## config.mk

```make
export PLATFORM = sky130hd
export DESIGN_NAME = mcd_decoder
export DESIGN_NICKNAME = d
export VERILOG_FILES = /design/src/hw/mcd_pkg.sv /design/src/hw/mcd_decoder.sv /design/src/hw/mcd_frame_rx.sv
export VERILOG_INCLUDE_DIRS = /design/src /design/src/hw
export SDC_FILE = /design/constraint.sdc
export NUM_CORES = 2
export LEC_CHECK = 0
export ABC_CLOCK_PERIOD_IN_PS = 5600
export BUFFER_PORTS_ARGS = -buffer_cell sky130_fd_sc_hd__buf_2
export CAP_MARGIN = 10
export CORE_ASPECT_RATIO = 0.75
export CORE_MARGIN = 2
export CORE_UTILIZATION = 60
export DETAILED_ROUTE_END_ITERATION = 7
export HOLD_SLACK_MARGIN = 0.02
export PLACE_DENSITY = 0.77
export SLEW_MARGIN = 30
export SYNTH_ARGS = -nofsm -noshare
export SYNTH_HDL_FRONTEND = slang
export SYNTH_SLANG_ARGS = --single-unit
```

## constraint.sdc

```tcl
create_clock -name pclk -period 5.6 [get_ports pclk]
set_input_delay 1.12 -clock pclk [delete_from_list [all_inputs] [get_ports pclk]]
set_output_delay 1.12 -clock pclk [all_outputs]
set_load 0.005 [all_outputs]
```

## src/hw/mcd_params.svh

```systemverilog
// Constants of the motion command decoder: offsets, codes, fields.
// Assumes inclusion by bare name, design and bench files alike.
`ifndef MCD_PARAMS_SVH
`define MCD_PARAMS_SVH

`define MCD_ADDR_FRAME   12'h000
`define MCD_ADDR_STATUS  12'h004
`define MCD_ADDR_REPLY   12'h008
`define MCD_ADDR_TVEL    12'h00c
`define MCD_ADDR_TPOS    12'h010
`define MCD_ADDR_PSEL    12'h014
`define MCD_ADDR_PDATA   12'h018
`define MCD_ADDR_CSEL    12'h01c
`define MCD_ADDR_CDATA   12'h020

`define MCD_CMD_SPIN_CW  8'h01
`define MCD_CMD_SPIN_CCW 8'h02
`define MCD_CMD_HALT     8'h03
`define MCD_CMD_GOTO     8'h04
`define MCD_CMD_PWRITE   8'h05

`define MCD_TYPE_FIXED   8'h00
`define MCD_TYPE_OFFSET  8'h01
`define MCD_TYPE_STORED  8'h02

`define MCD_NPARAM       8'h10
`define MCD_NPARAM_N     16
`define MCD_PARAM_TPOS   4'h0
`define MCD_PARAM_TVEL   4'h2
`define MCD_PARAM_MAXSPD 4'h4
`define MCD_PARAM_ACCEL  4'h5

`define MCD_ST_OK        8'h64
`define MCD_ST_CHKSUM    8'h01
`define MCD_ST_BAD_CMD   8'h02
`define MCD_ST_BAD_TYPE  8'h03
`define MCD_ST_BAD_VAL   8'h04

`define MCD_VEL_MAX      32'h000007ff
`define MCD_MOD_ADDR     8'h01
`define MCD_HDR_LEN      8
`define MCD_LAST_IDX     4'h8
`define MCD_N_POINT      21

`define MCD_SB_VALID     0
`define MCD_SB_VEL       1
`define MCD_SB_POS       2
`define MCD_SB_CODE      15:8
`define MCD_SB_INSTR     23:16
`define MCD_SB_FLUSH     0

`endif

```

## src/hw/mcd_pkg.sv

```systemverilog
// Types shared by the motion command decoder files.
// Assumes nothing beyond a SystemVerilog compiler.
package mcd_pkg;
    typedef enum logic [1:0]
    {
        mcd_mode_vel = 2'b01,
        mcd_mode_pos = 2'b10
    } mcd_mode_type;
endpackage
```

## src/hw/mcd_decoder.sv

```systemverilog
// Motion command decoder for one stepper axis, APB slave.
// Assumes a ramp generator outside that follows the target outputs.
//
// Behaviour
// - Spin clockwise drives the axis toward increasing position.
// - Spin counter-clockwise drives the axis toward decreasing position.
// - Spin commands select velocity mode, load signed velocity into parameter 2.
// - Goto replies OK at once after set-up, not after the move.
// - New commands are taken while a positioning move runs.
// - Halt selects velocity mode and zeroes target velocity for a ramped stop.
// - Goto type byte: 0 fixed, 1 offset, 2 stored point.
// - Goto selects position mode and writes target position parameter 0.
// - Targets and offsets are 32-bit signed values.
// - Offset goto adds signed offset to actual position.
// - Overflowing distance moves the way the wrapped difference points.
// - Halt or spin abandons a positioning move in progress.
// - Moves use ramp and speed held in the axis parameters.
// - Frame: address, instruction, type, bank, four value bytes, checksum.
// - Negative values travel in two's complement.
// - Axis parameters are volatile, cleared at reset.
// - Parameter write stores the value in the parameter named by type.
`timescale 1ns/1ps
`include "mcd_params.svh"

module mcd_decoder
    import mcd_pkg::*;
#(
    parameter logic [7:0] MOD_ADDR  = `MCD_MOD_ADDR,
    parameter int         N_POINT   = `MCD_N_POINT,
    parameter logic [3:0] ACCEL_IDX = `MCD_PARAM_ACCEL
)(
    input  wire logic        pclk,
    input  wire logic        presetn,
    input  wire logic        psel,
    input  wire logic        penable,
    input  wire logic        pwrite,
    input  wire logic [11:0] paddr,
    input  wire logic [31:0] pwdata,
    output logic      [31:0] prdata,
    output logic             pready,
    output logic             pslverr,
    input  wire logic [31:0] actual_pos,
    output logic             pos_mode,
    output logic             move_dir,
    output logic             move_start,
    output logic      [31:0] target_vel,
    output logic      [31:0] target_pos,
    output logic      [31:0] max_pos_speed,
    output logic      [31:0] ramp_accel
);
    localparam int CW = $clog2(N_POINT);

    function automatic logic wrap_fwd(input logic [31:0] tgt, input logic [31:0] act);
        logic [31:0] diff;
        diff = tgt - act;
        return ~diff[31];
    endfunction

    logic              rx_valid;
    logic              rx_err;
    logic [7:0]        rx_instr;
    logic [7:0]        rx_type;
    logic [7:0]        rx_bank;
    logic [31:0]       rx_value;

    logic [31:0]       param_ff [`MCD_NPARAM_N];
    logic [31:0]       point_ff [N_POINT];
    logic [3:0]        psel_ff;
    logic [CW-1:0]     csel_ff;
    mcd_mode_type      mode_ff;
    mcd_mode_type      nxt_mode;
    logic              dir_ff;
    logic              nxt_dir;
    logic              start_ff;
    logic              reply_valid_ff;
    logic [7:0]        reply_status_ff;
    logic [7:0]        last_instr_ff;
    logic [31:0]       reply_value_ff;
    logic [31:0]       prdata_ff;
    logic [31:0]       rd_mux;
    logic [31:0]       status_word;

    wire acc      = psel & penable;
    wire wr       = acc & pwrite;
    wire rd       = acc & ~pwrite;
    wire setup    = psel & ~penable;

    wire hit_frame  = paddr == `MCD_ADDR_FRAME;
    wire hit_status = paddr == `MCD_ADDR_STATUS;
    wire hit_reply  = paddr == `MCD_ADDR_REPLY;
    wire hit_tvel   = paddr == `MCD_ADDR_TVEL;
    wire hit_tpos   = paddr == `MCD_ADDR_TPOS;
    wire hit_psel   = paddr == `MCD_ADDR_PSEL;
    wire hit_pdata  = paddr == `MCD_ADDR_PDATA;
    wire hit_csel   = paddr == `MCD_ADDR_CSEL;
    wire hit_cdata  = paddr == `MCD_ADDR_CDATA;
    wire addr_hit   = hit_frame | hit_status | hit_reply | hit_tvel | hit_tpos
                    | hit_psel | hit_pdata | hit_csel | hit_cdata;

    assign pready  = 1'b1;
    assign pslverr = acc & ~addr_hit;

    mcd_frame_rx #(
        .MOD_ADDR    (MOD_ADDR)
    ) u_rx (
        .pclk        (pclk),
        .presetn     (presetn),
        .byte_valid  (wr & hit_frame),
        .byte_data   (pwdata[7:0]),
        .flush       (wr & hit_status & pwdata[`MCD_SB_FLUSH]),
        .frame_valid (rx_valid),
        .frame_err   (rx_err),
        .instr       (rx_instr),
        .type_b      (rx_type),
        .bank        (rx_bank),
        .value       (rx_value)
    );

    // Command decode
    wire is_cw    = rx_instr == `MCD_CMD_SPIN_CW;
    wire is_ccw   = rx_instr == `MCD_CMD_SPIN_CCW;
    wire is_halt  = rx_instr == `MCD_CMD_HALT;
    wire is_goto  = rx_instr == `MCD_CMD_GOTO;
    wire is_pwr   = rx_instr == `MCD_CMD_PWRITE;
    wire is_spin  = is_cw | is_ccw;
    wire is_vcmd  = is_spin | is_halt;
    wire known    = is_vcmd | is_goto | is_pwr;
    wire t_fixed  = rx_type == `MCD_TYPE_FIXED;
    wire t_offset = rx_type == `MCD_TYPE_OFFSET;
    wire t_stored = rx_type == `MCD_TYPE_STORED;

    wire signed [31:0] val_s = $signed(rx_value);
    wire vel_ok   = (val_s <= $signed(`MCD_VEL_MAX))
                 && (val_s >= -$signed(`MCD_VEL_MAX));
    wire point_ok = rx_value < N_POINT;

    wire [7:0] exec_status =
        rx_err                                    ? `MCD_ST_CHKSUM   :
        !known                                    ? `MCD_ST_BAD_CMD  :
        (is_vcmd && !t_fixed)                     ? `MCD_ST_BAD_TYPE :
        (is_goto && !(t_fixed|t_offset|t_stored)) ? `MCD_ST_BAD_TYPE :
        (is_pwr && rx_type >= `MCD_NPARAM)        ? `MCD_ST_BAD_TYPE :
        (is_spin && !vel_ok)                      ? `MCD_ST_BAD_VAL  :
        // Velocity bound also holds for a direct parameter write
        (is_pwr && rx_type[3:0] == `MCD_PARAM_TVEL
                && !vel_ok)                       ? `MCD_ST_BAD_VAL  :
        (is_goto && t_stored && !point_ok)        ? `MCD_ST_BAD_VAL  :
                                                    `MCD_ST_OK;

    // No busy term: intake never waits on a move
    wire apply   = rx_valid && exec_status == `MCD_ST_OK;
    wire go_pos  = apply & is_goto;
    wire go_vel  = apply & is_vcmd;

    // Offset sum wraps in 32 bits; staying in range is the host's job
    wire [31:0] goto_tgt =
        t_offset ? actual_pos + rx_value :
        t_stored ? point_ff[rx_value[CW-1:0]] :
                   rx_value;

    wire [31:0] spin_vel =
        is_cw  ? rx_value :
        is_ccw ? 32'h0000_0000 - rx_value :
                 32'h0000_0000;

    wire        pw_en  = go_pos | go_vel | (apply & is_pwr);
    wire [3:0]  pw_idx = is_goto ? `MCD_PARAM_TPOS :
                         is_pwr  ? rx_type[3:0] :
                                   `MCD_PARAM_TVEL;
    wire [31:0] pw_val = is_goto ? goto_tgt :
                         is_pwr  ? rx_value : spin_vel;

    // Plain flops, no retention: values lost with power
    always_ff @(posedge pclk or negedge presetn)
    begin
        if (!presetn)
        begin
            for (int i = 0; i < `MCD_NPARAM_N; i++)
                param_ff[i] <= 32'h0000_0000;
        end
        else if (pw_en)
            param_ff[pw_idx] <= pw_val;
    end

    // Stored points stand in for the point save commands
    always_ff @(posedge pclk or negedge presetn)
    begin
        if (!presetn)
        begin
            for (int i = 0; i < N_POINT; i++)
                point_ff[i] <= 32'h0000_0000;
        end
        else if (wr && hit_cdata && csel_ff < N_POINT)
            point_ff[csel_ff] <= pwdata;
    end

    always_ff @(posedge pclk or negedge presetn)
    begin
        if (!presetn)
        begin
            psel_ff <= 4'h0;
            csel_ff <= '0;
        end
        else
        begin
            if (wr && hit_psel)
                psel_ff <= pwdata[3:0];
            if (wr && hit_csel)
                csel_ff <= pwdata[CW-1:0];
        end
    end

    always_comb
    begin
        nxt_mode = mode_ff;
        case (mode_ff)
            mcd_mode_vel:
                if (go_pos)
                    nxt_mode = mcd_mode_pos;
            mcd_mode_pos:
                if (go_vel)
                    nxt_mode = mcd_mode_vel;
            default:
                nxt_mode = mcd_mode_vel;
        endcase
    end

    // Wrapped difference picks the shorter modular path
    assign nxt_dir = go_pos             ? wrap_fwd(goto_tgt, actual_pos) :
                     (apply && is_cw)   ? 1'b1 :
                     (apply && is_ccw)  ? 1'b0 : dir_ff;

    wire reply_set = rx_valid | rx_err;
    wire reply_clr = rd & hit_reply;

    always_ff @(posedge pclk or negedge presetn)
    begin
        if (!presetn)
        begin
            mode_ff  <= mcd_mode_vel;
            dir_ff   <= 1'b1;
            start_ff <= 1'b0;
        end
        else
        begin
            mode_ff  <= nxt_mode;
            dir_ff   <= nxt_dir;
            start_ff <= go_pos;
        end
    end

    // Reply follows set-up at once; set beats a same-cycle read clear
    always_ff @(posedge pclk or negedge presetn)
    begin
        if (!presetn)
        begin
            reply_valid_ff  <= 1'b0;
            reply_status_ff <= 8'h00;
            last_instr_ff   <= 8'h00;
            reply_value_ff  <= 32'h0000_0000;
        end
        else
        begin
            reply_valid_ff <= reply_set | (reply_valid_ff & ~reply_clr);
            if (reply_set)
            begin
                reply_status_ff <= exec_status;
                last_instr_ff   <= rx_instr;
                reply_value_ff  <= apply ? rx_value : 32'h0000_0000;
            end
        end
    end

    always_comb
    begin
        status_word                 = 32'h0000_0000;
        status_word[`MCD_SB_VALID]  = reply_valid_ff;
        status_word[`MCD_SB_VEL]    = mode_ff == mcd_mode_vel;
        status_word[`MCD_SB_POS]    = mode_ff == mcd_mode_pos;
        status_word[`MCD_SB_CODE]   = reply_status_ff;
        status_word[`MCD_SB_INSTR]  = last_instr_ff;
    end

    always_comb
    begin
        if (hit_status)
            rd_mux = status_word;
        else if (hit_reply)
            rd_mux = reply_value_ff;
        else if (hit_tvel)
            rd_mux = param_ff[`MCD_PARAM_TVEL];
        else if (hit_tpos)
            rd_mux = param_ff[`MCD_PARAM_TPOS];
        else if (hit_psel)
            rd_mux = {28'h0000000, psel_ff};
        else if (hit_pdata)
            rd_mux = param_ff[psel_ff];
        else if (hit_csel)
            rd_mux = 32'(csel_ff);
        else if (hit_cdata)
            rd_mux = (csel_ff < N_POINT) ? point_ff[csel_ff] : 32'h0000_0000;
        else
            rd_mux = 32'h0000_0000;
    end

    // Captured in setup so the zero-wait access sees a flop
    always_ff @(posedge pclk or negedge presetn)
    begin
        if (!presetn)
            prdata_ff <= 32'h0000_0000;
        else if (setup)
            prdata_ff <= rd_mux;
    end

    assign prdata        = prdata_ff;
    assign pos_mode      = mode_ff == mcd_mode_pos;
    assign move_dir      = dir_ff;
    assign move_start    = start_ff;
    assign target_vel    = param_ff[`MCD_PARAM_TVEL];
    assign target_pos    = param_ff[`MCD_PARAM_TPOS];
    assign max_pos_speed = param_ff[`MCD_PARAM_MAXSPD];
    assign ramp_accel    = param_ff[ACCEL_IDX];
endmodule // mcd_decoder

```

## src/hw/mcd_frame_rx.sv

```systemverilog
// Frame assembler: nine bytes in, checked fields out.
// Assumes one byte per strobe, host keeps frames in step.
`timescale 1ns/1ps
`include "mcd_params.svh"

module mcd_frame_rx
    import mcd_pkg::*;
#(
    parameter logic [7:0] MOD_ADDR = `MCD_MOD_ADDR
)(
    input  wire logic        pclk,
    input  wire logic        presetn,
    input  wire logic        byte_valid,
    input  wire logic [7:0]  byte_data,
    input  wire logic        flush,
    output logic             frame_valid,
    output logic             frame_err,
    output logic [7:0]       instr,
    output logic [7:0]       type_b,
    output logic [7:0]       bank,
    output logic [31:0]      value
);
    logic [3:0] cnt_ff;
    logic [7:0] sum_ff;
    logic [7:0] buf_ff [`MCD_HDR_LEN];
    logic       last;
    logic       sum_ok;
    logic       addr_ok;

    assign last    = byte_valid & (cnt_ff == `MCD_LAST_IDX);
    assign sum_ok  = byte_data == sum_ff;
    assign addr_ok = buf_ff[0] == MOD_ADDR;

    always_ff @(posedge pclk or negedge presetn)
    begin
        if (!presetn)
        begin
            cnt_ff <= 4'h0;
            sum_ff <= 8'h00;
        end
        else if (flush || last)
        begin
            cnt_ff <= 4'h0;
            sum_ff <= 8'h00;
        end
        else if (byte_valid)
        begin
            cnt_ff <= cnt_ff + 4'h1;
            sum_ff <= sum_ff + byte_data;
        end
    end

    always_ff @(posedge pclk or negedge presetn)
    begin
        if (!presetn)
        begin
            for (int i = 0; i < `MCD_HDR_LEN; i++)
                buf_ff[i] <= 8'h00;
        end
        else if (byte_valid && !last && !flush)
            buf_ff[cnt_ff[2:0]] <= byte_data;
    end

    always_ff @(posedge pclk or negedge presetn)
    begin
        if (!presetn)
        begin
            frame_valid <= 1'b0;
            frame_err   <= 1'b0;
            instr       <= 8'h00;
            type_b      <= 8'h00;
            bank        <= 8'h00;
            value       <= 32'h0000_0000;
        end
        else
        begin
            // Foreign address: frame dropped with no reply
            frame_valid <= last & sum_ok & addr_ok & ~flush;
            frame_err   <= last & ~sum_ok & addr_ok & ~flush;
            if (last)
            begin
                instr  <= buf_ff[1];
                type_b <= buf_ff[2];
                bank   <= buf_ff[3];
                // Most significant first, two's complement kept as sent
                value  <= {buf_ff[4], buf_ff[5], buf_ff[6], buf_ff[7]};
            end
        end
    end
endmodule // mcd_frame_rx

```

Word-level counts from Yosys, hierarchy flattened
Index checks and enable logic that the tools add are counted.
- reduce and logical (&&, ||, !) cells: 33
- $lt $le $gt $ge: 13
- multiplexer cells: 54
- $add $sub $neg: 5
- bitwise gates (word level): 50
- equality and inequality tests: 24
- operators by type and width (operator ; number):
    $mux W32 ; 24
    $bwmux W672 ; 1
    $bwmux W512 ; 1
    $bmux W32 S5 ; 2
    $demux W32 S5 ; 1
    $bmux W32 S4 ; 1
    $demux W32 S4 ; 1
    $bwmux W64 ; 1
    $mux W7 ; 8
    $eq A12 B5 Y1 const B ; 4
    $add A32 B32 Y32 ; 1
    $ge A32 B12 Y1 const B ; 1
    $le A32 B12 Y1 const B ; 1
    $lt A32 B5 Y1 const B ; 1
    $sub A1 B32 Y32 const A ; 1
    $sub A32 B32 Y32 ; 1
    $demux W8 S3 ; 1
    $eq A12 B4 Y1 const B ; 2
    $eq A8 B1 Y1 const B ; 3
    $eq A8 B2 Y1 const B ; 3
    $mux W8 ; 3
    $logic_and A1 B1 Y1 ; 21
    $and A1 B1 Y1 ; 20
    $or A1 B1 Y1 ; 18
    35 further kinds ; 58
- register bits: 1404

Depth between registers and ports, before layout
- depth after elaboration: 17
- mapped depth: 21
- mapped depth without buffers: 19

Hierarchy
From an unflattened synthesis, not the netlist that was laid out.
- cell total of the unflattened synthesis: 5796
- area total of the unflattened synthesis: 72658.4 um2
- modules (own cells, without submodules) (module ; area an instance (um2) ; instances ; cells each ; sequential area each (um2)):
    mcd_decoder ; 67126.9 ; 1 ; 5434 ; 31883.1
    mcd_frame_rx ; 5531.6 ; 1 ; 362 ; 3353.2

Least setup slack after synthesis
OpenSTA, ideal clock, no wires.
- kind: register to register
- start point: register u_rx.value[0]
- end point: register dir_ff (netlist: move_dir)
- period minus slack after synthesis: 5042 ps
- data required time: 5502 ps
- data arrival time: 4943 ps
- buffers on the path: 5
- slack: 558 ps
- stages on the path, launching flop included: 20
- path through: dfrtp_1 clkbuf_1 buf_2 buf_2 buf_1 buf_2 mux4_2 mux4_2 a221oi_1 nor3_1 or2_2 ha_1 nand4_1 nor2_1 a221oi_1 o21ai_0 a21oi_1 nand2_1 xor2_1 a221oi_1
- word-level cells in the longest chain between the ends: 16
- elaborated cells on any way between the ends: 34
- classes of those cells: 2 x add/sub; 3 x order compare; 1 x eq/ne; 15 x mux; 3 x bitwise; 10 x reduce/logical
- RTL lines (what ; line ; source):
    start, declared ; mcd_frame_rx.sv:21 ; output logic [31:0] value
    start signal, assigned ; mcd_frame_rx.sv:86 ; value <= {buf_ff[4], buf_ff[5], buf_ff[6], buf_ff[7]};
    $lt A32 B5 Y1, or another cell as far along ; mcd_decoder.sv:135 ; wire point_ok = rx_value < N_POINT;
    $logic_not A1 Y1 or $logic_and A1 B1 Y1 (tied branches) ; mcd_decoder.sv:147, mcd_decoder.sv:133 ;
    $logic_and A1 B1 Y1 or $logic_not A1 Y1 (tied branches) ; mcd_decoder.sv:147, mcd_decoder.sv:143, mcd_decoder.sv:146 ;
    $mux W7 (no source line) or $logic_and A1 B1 Y1 (tied branches) ; - ;
    $mux W7 (no source line) (7 in a row) ; - ;
    $eq A7 B7 Y1 (no source line) ; - ;
    $logic_and A1 B1 Y1 (no source line) ; - ;
    $logic_and A1 B1 Y1 ; mcd_decoder.sv:230 ; (apply && is_cw) ? 1'b1 :
    $mux W1 ; mcd_decoder.sv:230 ;
    $mux W1 ; mcd_decoder.sv:229 ; assign nxt_dir = go_pos ? wrap_fwd(goto_tgt, actual_pos) :
    end signal, assigned ; mcd_decoder.sv:247 ; dir_ff <= nxt_dir;
    end, declared ; mcd_decoder.sv:72 ; logic dir_ff;
Several ways; a longest one is shown, not always the timed one. The select of a mux whose other input is x is not followed.
A chain may end at the register's enable or synchronous reset.

Worst setup path after layout
Ends and elaborated chain as after synthesis.

==> flow_summary.json <==
{
  "hold_viol_final": 0,
  "via_count": 52450,
  "switching_share_pct": 22.76,
  "pwr-share-comb_pct": 2.8,
  "viasPerCell": 7.251,
  "worst_setup_path_start_kind": "flop",
  "critPathRequiredTime_ns": 6.29,
  "reg2reg_to": "move_dir$_DFFE_PN1P_",
  "grt-ovfl-total": 0,
  "peakVddDrop_v": 0.0003608,
  "ys_ff_latch": 1392,
  "cp-end-kind": "flop",
  "internal-power_mw": 15.67,
  "dpl_cell_area_sq_mm": 0.07552,
  "place.gp.congestion": 1.013,
  "p_per_area_mw_per_mm2": 253.0,
  "place.port_buffers": 244,
  "synth_edf_count": 0,
  "hold_class": "primary input to async pin",
  "cts_setup_buffers": 0,
  "cts_sinks": 1392,
  "grt_start_max_net_pins": 153,
  "setup_viol_count_final": 0,
  "clkLatencyLatePin_ns": 0.80,
  "drive_above_1_share_pct": 40.83,
  "fillerInstances": 8323,
  "clock_skew_ns": 0.03377,
  "fmax_mhz": 194.8,
  "crit_arrival_ns": 5.83,
  "yosysTopAreaCellShare_pct": 48.11,
  "std_cell_rows": 110,
  "post-route-drc-count": 3,
  "grt_pass1_vias": 51598,
  "switchingPower_mw": 4.618,
  "cts_max_level": 4,
  "finalSetupTns_ns": 0,
  "drv_cap": 0,
  "yosysSeqAreaShare_pct": 48.18,
  "clockRootBuffer": "clkbuf_16",
  "worstSetupStartpoint": "u_rx.value[0]$_DFFE_PN0P_",
  "slew_violations": 0,
  "crit_path_end": "move_dir$_DFFE_PN1P_",
  "cts_max_path_buffers": 3,
  "final_core_utilization_pct": 66.96,
  "synth.cell_area_sq_mm": 0.07230,
  "final_area_sq_mm": 0.08017,
  "drtAntennaViolNets": 0,
  "wl_per_cell_um": 34.17,
  "synth_top_area_cell": "dfrtp_1",
  "avgSynthCellArea_sq_um": 13.11,
  "setup_slack_ns": 0.4665,
  "firstDrtPassIters": 8,
  "rsz0062_at_grt": "false",
  "rrSetupSlack_ns": 0.47,
  "syn_to_final_growth_pct": 10.89,
  "fin_nets": 5711,
  "grt_pass1_wl_um": 361700,
  "rr_worst_depth": 23,
  "cp_max_fo": 5,
  "leakagePower_nw": 37.27,
  "routed_wl_um": 247100,
  "yosysWarnings": 0,
  "dieWidth_um": 404.8,
  "clock_power_share_pct": 47.5,
  "cts.hold.buffers_added": 0,
  "syn-num-nets": 5670,
  "timing.final.crit_share_pct": 91.67,
  "synthCells": 5514,
  "pin_count": 246,
  "netlist_top_cells_count": "dfrtp_1 (1390), mux2_2 (979), mux4_2 (510), nand2_1 (425), o21ai_0 (381)",
  "regToRegStartpoint": "u_rx.value[0]$_DFFE_PN0P_",
  "fin_hold_ws_ns": 0.2751,
  "drt-initial-drc-count": 7794,
  "postCtsResizedCells": 0,
  "cts_buffers": 137,
  "cts_tree": "done",
  "hpwl_um": 165400,
  "crit_type": "flop to flop",
  "die_h_um": 304.6,
  "failed_checks": "DRC",
  "gr-usage-all-layers_pct": 40.56,
  "ys_types": 88,
  "async_reset_ff_share_pct": 100.0,
  "place_ws_ns": -0.1385,
  "min_period_ns": 5.133,
  "clkTransAtPathRegs_ns": 0.07,
  "relSlewSlack_pct": 28.58,
  "core_area_sq_mm": 0.1197,
  "start_util_pct": 60.38,
  "yosysMostFrequentCell": "dfrtp_1",
  "yosys-top-cells-area": "dfrtp_1 (48%), mux4_2 (16%), mux2_2 (15%)",
  "tightest_slew_ns": 1.060,
  "multi_input_area_sq_mm": 0.03460,
  "ff_latch_area_sq_mm": 0.03486,
  "outcome": "finished, violations left",
  "seq_power_share_pct": 49.7,
  "die-area_sq_mm": 0.1233,
  "antenna_found_initial": 22,
  "ys.flop_type": "dfrtp_1"
}
sequential cells by signal, summed over array words and instances, names as in the netlist, 5 cells and up:
register and count:
point_ff 672, param_ff 384, u_rx.buf_ff 56, max_pos_speed 32, prdata 32, ramp_accel 32
reply_value_ff 32, target_pos 32, target_vel 32, u_rx.value 32, last_instr_ff 8, u_rx.instr 8
u_rx.sum_ff 8, u_rx.type_b 8, csel_ff 5
placed cells by master, fill, tap and decap left out, drive strengths merged, types with 12 or more instances in the layout:
cell	count
nand2	425
a21oi	109
a31oi	52
nor4	19
nor2	116
nor2b	16
clkinv	25
o21ai	383
clkbuf	186
ha	73
and3	15
dfrtp	1390
and2	16
mux4	510
nand3	32
o21a	15
buf	511
o211ai	24
a22o	42
xnor2	28
mux2	993
mux2i	35
a221oi	33
nor3	37
o221ai	15
nand4	30
inv	92
a21o	49
or3	20
bufinv	14
xor2	27
nand2b	18
a22oi	128
a211oi	12
per-stage QoR:
| step | total power, mW | std cells |
|---|---|---|
| after global placement | 10.82 | 6980 |
| after detailed placement | 10.83 | 6982 |
| final | 20.29 | 7233 |
| after CTS | 20.28 | 7223 |
| after floorplan | 10.43 | 5514 |
| after global routing | 20.78 | 7226 |
critical path: stages (launching register included):
cell and delay [ns]:
dfrtp_4 0.54, ha_1 0.29, fa_1 0.43, a211oi_1 0.32
nor4b_1 0.15, o21ai_0 0.38, buf_4 0.19, buf_4 0.10
a211oi_1 0.06, buf_4 0.14, o21bai_1 0.28, nand2_1 0.14
buf_4 0.16, a211o_1 0.28, ha_1 0.30, nand4_1 0.12
nor4_1 0.06, buf_4 0.14, a31oi_1 0.17, o211ai_1 0.11
a21oi_1 0.16, nand2_1 0.09, xor2_1 0.15, a221oi_1 0.25
cells by family after synthesis:
| logic type | count (synthesis) | synth area share, % |
|---|---|---|
| AOI/OAI and AO/OA | 967 | 8.570 |
| other | 1 | 0.005187 |
| DFF | 1392 | 48.18 |
| xor gates and xnor gates | 56 | 0.6992 |
| muxes | 1538 | 31.84 |
| and+or+nand+nor | 791 | 5.021 |
| adders and majority gates | 75 | 1.319 |
| buffers and inverters | 694 | 4.365 |
worst min path at each step:
stage                                             to                   startpoint  slack, ns
after global placement    u_rx.value[27]$_DFFE_PN0P_  u_rx.buf_ff[27]$_DFFE_PN0P_       0.45
after global routing       point_ff[236]$_DFFE_PN0P_                      presetn       0.30
after detailed placement  u_rx.value[27]$_DFFE_PN0P_  u_rx.buf_ff[27]$_DFFE_PN0P_       0.47
after floorplan            u_rx.instr[5]$_DFFE_PN0P_  u_rx.buf_ff[53]$_DFFE_PN0P_       0.44
final                      point_ff[236]$_DFFE_PN0P_                      presetn       0.28
after CTS                  point_ff[348]$_DFFE_PN0P_                      presetn       0.26
area by class of cell:
class | instances | area share, %
Timing Repair Buffer | 511 | 4.797
Clock inverter | 55 | 0.8973
Multi-Input combinational cell | 3428 | 43.15
Tap cell | 1568 | 2.447
Clock buffer | 186 | 4.797
Sequential cell | 1392 | 43.48
Antenna cell | 8 | 0.02497
Inverter | 85 | 0.4011
metal layers:
metal	global-route usage (%)	vias up	share of wire, %
met2	54.18	3797	41
li1	-	20729	-
met3	17.34	652	16
met4	15.54	20	4.4
met5	0.7018	-	0.10
met1	58.71	27252	39
power groups by stage:
stage               Sequential [mW]  Combinational [mW]  Clock, mW
finish                         10.1               0.575       9.64
global route                   10.1               0.629       10.1
CTS                            10.1               0.565       9.64
detailed placement             10.3               0.563          0
global placement               10.3               0.558          0
floorplan                      10.3               0.168          0
Note: power is estimated with default switching activity, not from simulation.
